===== src/rtl/spm_pkg.sv =====
// constants and types shared by the self-programming flash control logic
package prog_ctrl_pkg;

  // register byte addresses on the apb bus
  localparam logic [7:0] CTRL_OFFSET = 8'h00;
  localparam logic [7:0] STATUS_OFFSET = 8'h04;
  localparam logic [4:0] CTRL_RESET = 5'h00;

  // control field positions
  localparam int CTRL_STORE_EN = 0;
  localparam int CTRL_READ_CFG = 3;

  // the only legal low-five-bit command codes
  localparam logic [4:0] CMD_FILL = 5'h01;
  localparam logic [4:0] CMD_ERASE = 5'h03;
  localparam logic [4:0] CMD_WRITE = 5'h05;
  localparam logic [4:0] CMD_READ = 5'h09;
  localparam logic [4:0] CMD_CLEAR = 5'h11;

  // acceptance windows in cycles after the command write
  localparam logic [2:0] STORE_WINDOW = 3'h4;
  localparam logic [2:0] LOAD_WINDOW = 3'h3;
  localparam logic [2:0] LOAD_LAST = STORE_WINDOW - LOAD_WINDOW;

  // programming time
  localparam int CLK_PERIOD_NS = 10;
  localparam int PROG_TIME_MIN_NS = 3700000;
  localparam int PROG_TIME_MAX_NS = 4500000;
  localparam int PROG_CYCLES_MIN =
    (PROG_TIME_MIN_NS + CLK_PERIOD_NS - 1) / CLK_PERIOD_NS;

  // pointer low bits select the returned configuration byte
  localparam logic [1:0] SEL_FUSE_LOW = 2'h0;
  localparam logic [1:0] SEL_LOCK = 2'h1;
  localparam logic [1:0] SEL_FUSE_EXT = 2'h2;
  localparam logic [1:0] SEL_FUSE_HIGH = 2'h3;
  localparam int FUSE_SELFPRG_BIT = 0;

  typedef enum logic [1:0] {
    OP_IDLE = 2'b00,
    OP_ERASE = 2'b01,
    OP_WRITE = 2'b10
  } op_t;

  function automatic logic cmd_valid(input logic [4:0] code);
    cmd_valid = (code == CMD_FILL) || (code == CMD_ERASE) ||
                (code == CMD_WRITE) || (code == CMD_READ) ||
                (code == CMD_CLEAR);
  endfunction : cmd_valid

endpackage : prog_ctrl_pkg


===== src/rtl/prog_if.sv =====
// links the control logic to its page buffer and programming timer
`timescale 1ns/1ns
interface prog_if #(parameter int WORD_BITS = 5);
  logic buf_wr;
  logic buf_clear;
  logic [WORD_BITS-1:0] buf_waddr;
  logic [15:0] buf_wdata;
  logic buf_loaded;
  logic [WORD_BITS-1:0] rd_addr;
  logic [15:0] rd_data;
  logic tmr_start;
  logic tmr_busy;
  logic tmr_done;

  modport ctrl (output buf_wr, buf_clear, buf_waddr, buf_wdata, rd_addr,
                tmr_start,
                input buf_loaded, rd_data, tmr_busy, tmr_done);
  modport buffer (input buf_wr, buf_clear, buf_waddr, buf_wdata, rd_addr,
                  output buf_loaded, rd_data);
  modport timer (input tmr_start, output tmr_busy, tmr_done);
endinterface : prog_if


===== src/rtl/page_buffer.sv =====
// temporary page buffer, each word writable once between erasures
`timescale 1ns/1ns
module page_buffer import prog_ctrl_pkg::*; #(
  parameter int PAGE_WORDS = 32,
  parameter int WORD_BITS = 5
) (
  // system
  input wire logic clock,
  input wire logic rst_b,
  // control side
  prog_if.buffer pif
);
  logic [15:0] mem [PAGE_WORDS];
  logic [PAGE_WORDS-1:0] used_reg, used_next;
  logic [15:0] rd_reg, rd_next;
  logic wr_ok;

  if (PAGE_WORDS != (1 << WORD_BITS)) begin : g_chk
    $error("page_buffer: PAGE_WORDS must equal 2**WORD_BITS");
  end

  // a second write to a word is dropped until the buffer is erased
  assign wr_ok = pif.buf_wr && !used_reg[pif.buf_waddr] && !pif.buf_clear;

  always_comb begin
    used_next = used_reg;
    if (pif.buf_clear) begin
      used_next = '0;
    end else if (wr_ok) begin
      used_next[pif.buf_waddr] = 1'b1;
    end
    // erased words read as all ones
    rd_next = used_reg[pif.rd_addr] ? mem[pif.rd_addr] : 16'hFFFF;
  end

  always_ff @(posedge clock) begin
    if (!rst_b) begin
      used_reg <= '0;
      rd_reg <= 16'hFFFF;
    end else begin
      used_reg <= used_next;
      rd_reg <= rd_next;
    end
  end

  always_ff @(posedge clock) begin
    if (wr_ok) begin
      mem[pif.buf_waddr] <= pif.buf_wdata;
    end
  end

  assign pif.buf_loaded = |used_reg;
  assign pif.rd_data = rd_reg;

endmodule : page_buffer


===== src/rtl/prog_timer.sv =====
// times one erase or write from the calibrated clock
`timescale 1ns/1ns
module prog_timer import prog_ctrl_pkg::*; #(
  parameter int PROG_CYCLES = PROG_CYCLES_MIN
) (
  // system
  input wire logic clock,
  input wire logic rst_b,
  // control side
  prog_if.timer pif
);
  logic [22:0] cnt_reg, cnt_next;
  logic busy_reg, busy_next;
  logic done_reg, done_next;

  if (PROG_CYCLES < 2 || PROG_CYCLES >= (1 << 23)) begin : g_chk
    $error("prog_timer: PROG_CYCLES out of range");
  end

  always_comb begin
    cnt_next = cnt_reg;
    busy_next = busy_reg;
    done_next = 1'b0;
    if (busy_reg) begin
      if (cnt_reg == 23'h000000) begin
        busy_next = 1'b0;
        done_next = 1'b1;
      end else begin
        cnt_next = cnt_reg - 23'h000001;
      end
    end else if (pif.tmr_start) begin
      busy_next = 1'b1;
      // busy for exactly PROG_CYCLES cycles, which defaults to the minimum PROG_CYCLES_MIN
      cnt_next = 23'(PROG_CYCLES - 1);
    end
  end

  // reset does not abort a running operation
  always_ff @(posedge clock) begin
    if (!rst_b && !busy_reg) begin
      cnt_reg <= 23'h000000;
      busy_reg <= 1'b0;
      done_reg <= 1'b0;
    end else begin
      cnt_reg <= cnt_next;
      busy_reg <= rst_b ? busy_next : busy_reg && busy_next;
      done_reg <= done_next;
    end
  end

  assign pif.tmr_busy = busy_reg;
  assign pif.tmr_done = done_reg;

endmodule : prog_timer


===== src/rtl/self_program_flash_control.sv =====
// self-programming control register, command windows and dispatch
//
// Our own choices: register access over APB and the register offsets.
`timescale 1ns/1ns
// Operation
// - eeprom write blocks commands and fuse reads
// - programmed bits read zero, unprogrammed one
// - load within three cycles returns config byte
// - read command clears on use or timeout
// - pointer 1 gives lock, 0 fuse low
// - pointer 3 fuse high, 2 fuse extended
// - erase and write timed 3.7 to 4.5 ms
// - control bits 7 to 5 read zero
// - clear command discards the page buffer
// - pointer bits 1 to 0 pick lock or fuse
// - page write programs buffer into pointer page
// - write bit clears at end; core halted
// - erase within four cycles, core halted
// - enable alone stores data pair to buffer
// - enable clears after store or four cycles
// - only five command codes take effect
// - reset lets a running write finish
// - buffer erased after write, clear, reset
// - stores need the self-program fuse programmed
module self_program_flash_control import prog_ctrl_pkg::*; #(
  parameter int PAGE_WORDS = 32,
  parameter int WORD_BITS = 5,
  parameter int PROG_CYCLES = PROG_CYCLES_MIN
) (
  // system
  input wire logic clock,
  input wire logic rst_b,
  // apb slave
  input wire logic psel,
  input wire logic penable,
  input wire logic pwrite,
  input wire logic [7:0] paddr,
  input wire logic [31:0] pwdata,
  output logic [31:0] prdata,
  output logic pready,
  output logic pslverr,
  // cpu core
  input wire logic store_program_memory_instr,
  input wire logic load_program_memory_instr,
  input wire logic [15:0] z_pointer,
  input wire logic [15:0] data_register_pair,
  output logic cfg_read_valid,
  output logic [7:0] cfg_read_data,
  output logic cpu_halt,
  // eeprom controller and latched configuration
  input wire logic eeprom_write_busy_flag,
  input wire logic [7:0] fuse_low_byte,
  input wire logic [7:0] fuse_high_byte,
  input wire logic [7:0] fuse_extended_byte,
  input wire logic [7:0] lock_byte,
  // flash array
  output logic flash_erase_start,
  output logic flash_write_start,
  output logic [14-WORD_BITS:0] flash_page,
  input wire logic [WORD_BITS-1:0] flash_buf_addr,
  output logic [15:0] flash_buf_data
);
  prog_if #(.WORD_BITS(WORD_BITS)) pif ();

  logic [4:0] ctrl_reg, ctrl_next;
  logic [2:0] cnt_reg, cnt_next;
  op_t op_reg, op_next;
  logic cfg_valid_reg, cfg_valid_next;
  logic [7:0] cfg_data_reg, cfg_data_next;
  logic erase_reg, erase_next;
  logic write_reg, write_next;
  logic [14-WORD_BITS:0] page_reg, page_next;
  logic [31:0] prdata_reg, prdata_next;
  logic self_prog_ok;
  logic store_ok;
  logic load_ok;
  logic expire;
  logic ctrl_wr;
  logic addr_hit;

  if (WORD_BITS < 1 || WORD_BITS > 14) begin : g_chk
    $error("self_program_flash_control: WORD_BITS out of range");
  end

  // configuration bytes are passed as stored: programmed bits are zero
  function automatic logic [7:0] cfg_byte(input logic [1:0] sel);
    unique case (sel)
      SEL_FUSE_LOW: cfg_byte = fuse_low_byte;
      SEL_LOCK: cfg_byte = lock_byte;
      SEL_FUSE_EXT: cfg_byte = fuse_extended_byte;
      SEL_FUSE_HIGH: cfg_byte = fuse_high_byte;
    endcase
  endfunction : cfg_byte

  function automatic logic reg_hit(input logic [7:0] a);
    reg_hit = (a == CTRL_OFFSET) || (a == STATUS_OFFSET);
  endfunction : reg_hit

  page_buffer #(.PAGE_WORDS(PAGE_WORDS), .WORD_BITS(WORD_BITS)) u_buffer (
    .clock(clock),
    .rst_b(rst_b),
    .pif(pif)
  );

  prog_timer #(.PROG_CYCLES(PROG_CYCLES)) u_timer (
    .clock(clock),
    .rst_b(rst_b),
    .pif(pif)
  );

  assign self_prog_ok = !fuse_extended_byte[FUSE_SELFPRG_BIT];
  assign addr_hit = reg_hit(paddr);
  assign ctrl_wr = psel && penable && pwrite && (paddr == CTRL_OFFSET);

  // instructions are honoured only inside the armed window
  assign store_ok = store_program_memory_instr && ctrl_reg[CTRL_STORE_EN] &&
                    (cnt_reg != 3'h0) && !pif.tmr_busy && self_prog_ok &&
                    !eeprom_write_busy_flag;
  assign load_ok = load_program_memory_instr && (ctrl_reg == CMD_READ) &&
                   (cnt_reg > LOAD_LAST) && !eeprom_write_busy_flag;
  assign expire = !pif.tmr_busy && (ctrl_reg != CTRL_RESET) &&
                  ((cnt_reg <= 3'h1) ||
                   ((ctrl_reg == CMD_READ) && (cnt_reg == LOAD_LAST + 3'h1)));

  always_comb begin
    ctrl_next = ctrl_reg;
    cnt_next = cnt_reg;
    op_next = op_reg;
    cfg_valid_next = 1'b0;
    cfg_data_next = cfg_data_reg;
    erase_next = 1'b0;
    write_next = 1'b0;
    page_next = page_reg;
    prdata_next = prdata_reg;
    pif.buf_wr = 1'b0;
    pif.buf_clear = 1'b0;
    pif.tmr_start = 1'b0;
    pif.buf_waddr = z_pointer[WORD_BITS:1];
    pif.buf_wdata = data_register_pair;
    pif.rd_addr = flash_buf_addr;
    if (cnt_reg != 3'h0 && !pif.tmr_busy) begin
      cnt_next = cnt_reg - 3'h1;
    end
    if (store_ok) begin
      cnt_next = 3'h0;
      unique case (ctrl_reg)
        CMD_FILL: begin
          pif.buf_wr = 1'b1;
          ctrl_next = CTRL_RESET;
        end
        CMD_CLEAR: begin
          pif.buf_clear = 1'b1;
          ctrl_next = CTRL_RESET;
        end
        CMD_ERASE: begin
          pif.tmr_start = 1'b1;
          op_next = OP_ERASE;
          erase_next = 1'b1;
          page_next = z_pointer[15:WORD_BITS+1];
        end
        CMD_WRITE: begin
          pif.tmr_start = 1'b1;
          op_next = OP_WRITE;
          write_next = 1'b1;
          page_next = z_pointer[15:WORD_BITS+1];
        end
        CMD_READ: begin
          ctrl_next = CTRL_RESET;
        end
      endcase
    end else if (load_ok) begin
      cfg_valid_next = 1'b1;
      cfg_data_next = cfg_byte(z_pointer[1:0]);
      ctrl_next = CTRL_RESET;
      cnt_next = 3'h0;
    end else if (expire) begin
      ctrl_next = CTRL_RESET;
      cnt_next = 3'h0;
    end
    // enable and operation bit stay up until the timer ends or a reset clears ctrl_reg
    if (pif.tmr_done) begin
      ctrl_next = CTRL_RESET;
      op_next = OP_IDLE;
      if (op_reg == OP_WRITE) begin
        pif.buf_clear = 1'b1;
      end
    end
    // an eeprom write in the middle of loading loses the buffer
    if (eeprom_write_busy_flag && pif.buf_loaded) begin
      pif.buf_clear = 1'b1;
    end
    if (ctrl_wr && !eeprom_write_busy_flag && !pif.tmr_busy &&
        cmd_valid(pwdata[4:0])) begin
      ctrl_next = pwdata[4:0];
      cnt_next = STORE_WINDOW;
    end
    // read data captured in the setup phase
    if (psel && !penable && !pwrite) begin
      if (paddr == CTRL_OFFSET) begin
        prdata_next = {27'h0000000, ctrl_reg};
      end else if (paddr == STATUS_OFFSET) begin
        prdata_next = {28'h0000000, pif.buf_loaded, self_prog_ok,
                       eeprom_write_busy_flag, pif.tmr_busy};
      end else begin
        prdata_next = 32'h00000000;
      end
    end
  end

  always_ff @(posedge clock) begin
    if (!rst_b) begin
      ctrl_reg <= CTRL_RESET;
      cnt_reg <= 3'h0;
      cfg_valid_reg <= 1'b0;
      cfg_data_reg <= 8'h00;
      erase_reg <= 1'b0;
      write_reg <= 1'b0;
      prdata_reg <= 32'h00000000;
    end else begin
      ctrl_reg <= ctrl_next;
      cnt_reg <= cnt_next;
      cfg_valid_reg <= cfg_valid_next;
      cfg_data_reg <= cfg_data_next;
      erase_reg <= erase_next;
      write_reg <= write_next;
      prdata_reg <= prdata_next;
    end
  end

  // operation kind and page survive a reset taken mid-operation
  always_ff @(posedge clock) begin
    if (!rst_b && !pif.tmr_busy) begin
      op_reg <= OP_IDLE;
      page_reg <= '0;
    end else begin
      op_reg <= op_next;
      page_reg <= page_next;
    end
  end

  assign pready = psel && penable;
  assign pslverr = psel && penable && !addr_hit;
  assign prdata = prdata_reg;
  assign cfg_read_valid = cfg_valid_reg;
  assign cfg_read_data = cfg_data_reg;
  assign cpu_halt = pif.tmr_busy;
  assign flash_erase_start = erase_reg;
  assign flash_write_start = write_reg;
  assign flash_page = page_reg;
  assign flash_buf_data = pif.rd_data;
endmodule : self_program_flash_control


===== config.mk =====
export PLATFORM = sky130hd
export DESIGN_NAME = self_program_flash_control
export DESIGN_NICKNAME = d
export VERILOG_FILES = /design/src/rtl/spm_pkg.sv /design/src/rtl/prog_if.sv /design/src/rtl/page_buffer.sv /design/src/rtl/prog_timer.sv /design/src/rtl/self_program_flash_control.sv
export SDC_FILE = /design/constraint.sdc
export NUM_CORES = 1
export LEC_CHECK = 0
export BUFFER_PORTS_ARGS = -buffer_cell sky130_fd_sc_hd__buf_2
export CORE_MARGIN = 5
export CORE_UTILIZATION = 42
export DETAILED_ROUTE_END_ITERATION = 7
export PLACE_DENSITY = 0.59
export SETUP_SLACK_MARGIN = 0.4
export SLEW_MARGIN = 20
export SYNTH_ARGS = -nofsm -noshare
export SYNTH_HDL_FRONTEND = slang
export SYNTH_SLANG_ARGS = --single-unit

===== constraint.sdc =====
create_clock -name clock -period 7.8 [get_ports clock]
set_input_delay 1.56 -clock clock [delete_from_list [all_inputs] [get_ports clock]]
set_output_delay 1.56 -clock clock [all_outputs]
set_load 0.005 [all_outputs]

==> flow_metrics.py <==
metrics = {
    "clocking": {
        "post_cts_hold_buffers": 0,
        "clock-root-buffer": "clkbuf_16",
        "clock-sinks": 621,
        "cts_tree": "yes",
        "worstSkewPairLatency_ps": 620,
        "cts-buffers-inserted": 61,
        "clk_pin_slew_worst_paths_ps": 60,
        "cts.htree.levels": 2,
        "post-cts-setup-buffer-count": 0,
        "clock_path_buffers": 3,
        "post_cts.resized_instances": 0,
    },
    "timing": {
        "final.min_clock_period_ps": 4499,
        "grt_setup_unrepaired": "no",
        "slew-limit-headroom_pct": 33.05,
        "finalSetupViolations": 0,
        "clock-skew-final_ps": 20.54,
        "timing.final.max_slew_violations": 0,
        "hold_violations": 0,
        "finalCritPeriodShare_pct": 57.68,
        "max_freq_ghz": 0.2223,
        "max_slew.worst_pin.slew_ps": 1000,
        "final.setup.tns_ps": 0,
    },
    "floorplanning": {
        "fp.dieW_um": 254.1,
        "core_area_um2": 59020,
        "floorplan.die_area_um2": 64560,
        "floorplan.io_pins": 189,
        "rows": 89,
        "fp.dieH_um": 254.1,
        "start_util_pct": 42.40,
    },
    "place": {
        "placed_area_um2": 26720,
        "dp_hpwl_um": 32710,
        "port_buffers": 134,
        "gp_routability_congestion": 0.7654,
    },
    "layout": {
        "most-common-layout-cells": "512 x edfxtp_1, 171 x mux4_2, 131 x buf_2",
        "flow.area_growth_from_synthesis_pct": 14.84,
        "fin_util_pct": 48.69,
        "nets": 1637,
        "layout.filler_cells": 4864,
        "antenna_cells_inserted": 0,
        "layout-drive-gt1-share_pct": 31.61,
        "largest_reg_flops": 512,
        "postLayoutCellArea_um2": 28740,
        "final_common_cell": "edfxtp_1",
    },
    "detailed_routing": {
        "number_of_vias_after_detailed_routing": 13140,
        "detailedRoute.firstIterationViolations": 1007,
        "wl_cell_um": 24.05,
        "number_of_detailed_routing_iterations_run_before_antenna_repair": 5,
        "vias_per_cell": 5.617,
        "post-route-drc-count": 0,
        "drt.antenna.violating_nets": 0,
        "finalWirelength_um": 56240,
    },
    "grt": {
        "antenna_found_initial": 0,
        "grt_pass1_wl_um": 84580,
        "globalRouteTotalUtil_pct": 17.28,
        "maximum_number_of_pins_on_one_net_before_global_route_repair": 77,
        "vias_in_the_first_global_route": 13680,
        "total_congestion_overflow": 0,
    },
    "critical_path": {
        "slowest_stage_cell_on_the_critical_path": "or4_1",
        "timing.rr.start": "u_timer.pif.tmr_busy",
        "top_fanout_value_on_the_critical_path": 7,
        "worst_r2r_endpoint": "u_buffer.mem[19][13]",
        "timing.critical_path.mode_cell": "buf_2",
        "worst-r2r-cell-count": 7,
        "setup.worst_path.class": "in2out",
        "timing.critical_path.arrival_ps": 2940,
        "crit_path_max_incr_delay_ps": 530,
        "worst-endpoint-required_ps": 6240,
        "startpoint_type": "input pin",
        "cp-end-kind": "output pin",
        "setup.reg_to_reg.worst_slack_ps": 4090,
        "timing.critical_path.cells": "buf_2 -> or4_1 -> nor4_2 -> nor2b_1 -> buf_2",
    },
    "logic_synthesis": {
        "mapped_cell_area_um2": 25020,
        "synth_async_sr_flop_share_pct": 0,
        "post_synth_inst_count": 1357,
        "synth.largest_area_cell": "edfxtp_1",
        "synth_sequential_area_ratio_pct": 70.16,
        "number_of_synthesis_warnings": 0,
        "ys_seq_elements": 621,
        "ys_top_cells_by_area": "edfxtp_1 61%, mux4_2 15%, dfxtp_1 8.7%",
        "syn_avg_cell_area_um2": 18.44,
        "yosysTopAreaCellShare_pct": 61.44,
        "synth-edff-count": 512,
        "number_of_distinct_library_cells_after_synthesis": 72,
        "synth_top_flop_cell": "edfxtp_1",
    },
    "status": {
        "run_status": "finished clean",
    },
    "hold_path": {
        "worstHoldStart": "flash_page[9]",
        "holdPathEnd": "flash_page[9]",
        "whs_path_cells": 2,
        "min_path_type": "reg2reg",
    },
    "power_and_ir_drop": {
        "total_leakage_power_nw": 9.312,
        "totalPowerFinal_mw": 6.872,
        "vdd_drop_max_uv": 175.4,
        "power.density_nw_per_um2": 239.1,
    },
    "job": {
        "maxCapViolations": 0,
    },
}
==> area by class of cell <==
| cell class | instances | area [µm²] | share of cell area (%) |
|---|---|---|---|
| Clock inverter | 40 | 401.6 | 1.398 |
| Sequential cell | 621 | 17560 | 61.10 |
| Inverter | 11 | 41.29 | 0.1437 |
| Timing Repair Buffer | 174 | 1002 | 3.488 |
| Multi-Input combinational cell | 645 | 7157 | 24.91 |
| Clock buffer | 75 | 1609 | 5.600 |
| Tap cell | 773 | 967.2 | 3.366 |
==> synthesized netlist by cell type, types with 4 or more instances <==
master and number:
nand4_1 7, and3_1 5, dfxtp_1 109, and2_1 5, edfxtp_1 512, inv_1 11, nor4_2 7, a22o_1 4
nand2_1 53, nor3_1 30, nor2b_1 31, o21ai_0 8, nor2_1 28, a21oi_1 43, a21boi_0 5, or2_2 4
mux2i_1 30, buf_4 29, nor4b_1 4, buf_1 7, ha_1 6, a211oi_1 32, or4_1 4, o31ai_1 5
nand3_1 15, mux4_2 171, nand3b_1 6, nor4_1 17, o2111ai_1 4, nand4b_1 5, buf_2 24, nand2b_1 6
o21a_1 33, clkbuf_1 43
==> worst max-delay path: cells and delay by family <==
family / cells / cell delay, ps
and+or+nand+nor: 3 / 1130
buffers and inverters: 2 / 240
==> stage by stage <==
step / cells / hold WS (ps) / setup WS (ps)
after detailed placement: 2224 / 446.8 / 2754
final: 2339 / 452.4 / 3301
after CTS: 2339 / 454.8 / 3321
after global placement: 2224 / 442.7 / 2846
after global routing: 2339 / 468.9 / 3227
after floorplan: 1383 / 438.6 / 2870
==> logic make-up after synthesis <==
family | count (synthesis) | share of synthesized area, %
AO/OA/AOI/OAI | 159 | 4.465
XOR/XNOR | 4 | 0.1400
adder cells (fa/ha/maj) | 7 | 0.3400
buffers and inverters | 117 | 2.400
flip-flops | 621 | 70.16
multiplexers | 204 | 16.77
other | 1 | 0.01499
AND/OR/NAND/NOR | 244 | 5.705
==> power by group <==
part	total, mW	leakage (nW)	switching (mW)	internal, mW
clock	2.92	0.993	1.23	1.70
sequential	3.60	5.48	0.00838	3.59
combinational	0.351	2.84	0.202	0.149
total	6.87	9.31	1.44	5.44
==> worst max-delay path by stage <==
stage | start | endpoint | cells past startpoint
global route | paddr[5] | pslverr | 5
global placement | z_pointer[1] | u_buffer.mem[22][5] | 8
detailed placement | z_pointer[1] | u_buffer.mem[16][5] | 8
CTS | paddr[5] | pslverr | 5
finish | paddr[5] | pslverr | 5
floorplan | z_pointer[1] | u_buffer.mem[12][0] | 6
==> layer usage <==
metal / part of all wire [%] / vias to the layer above / global-route usage [%]
met5: 0 / - / 0
met4: 1.6 / 0 / 4.035
met3: 5.6 / 67 / 2.876
met2: 48 / 377 / 27.58
met1: 45 / 6887 / 25.29
li1: - / 5808 / -
Power figures use the tool's default switching activity.
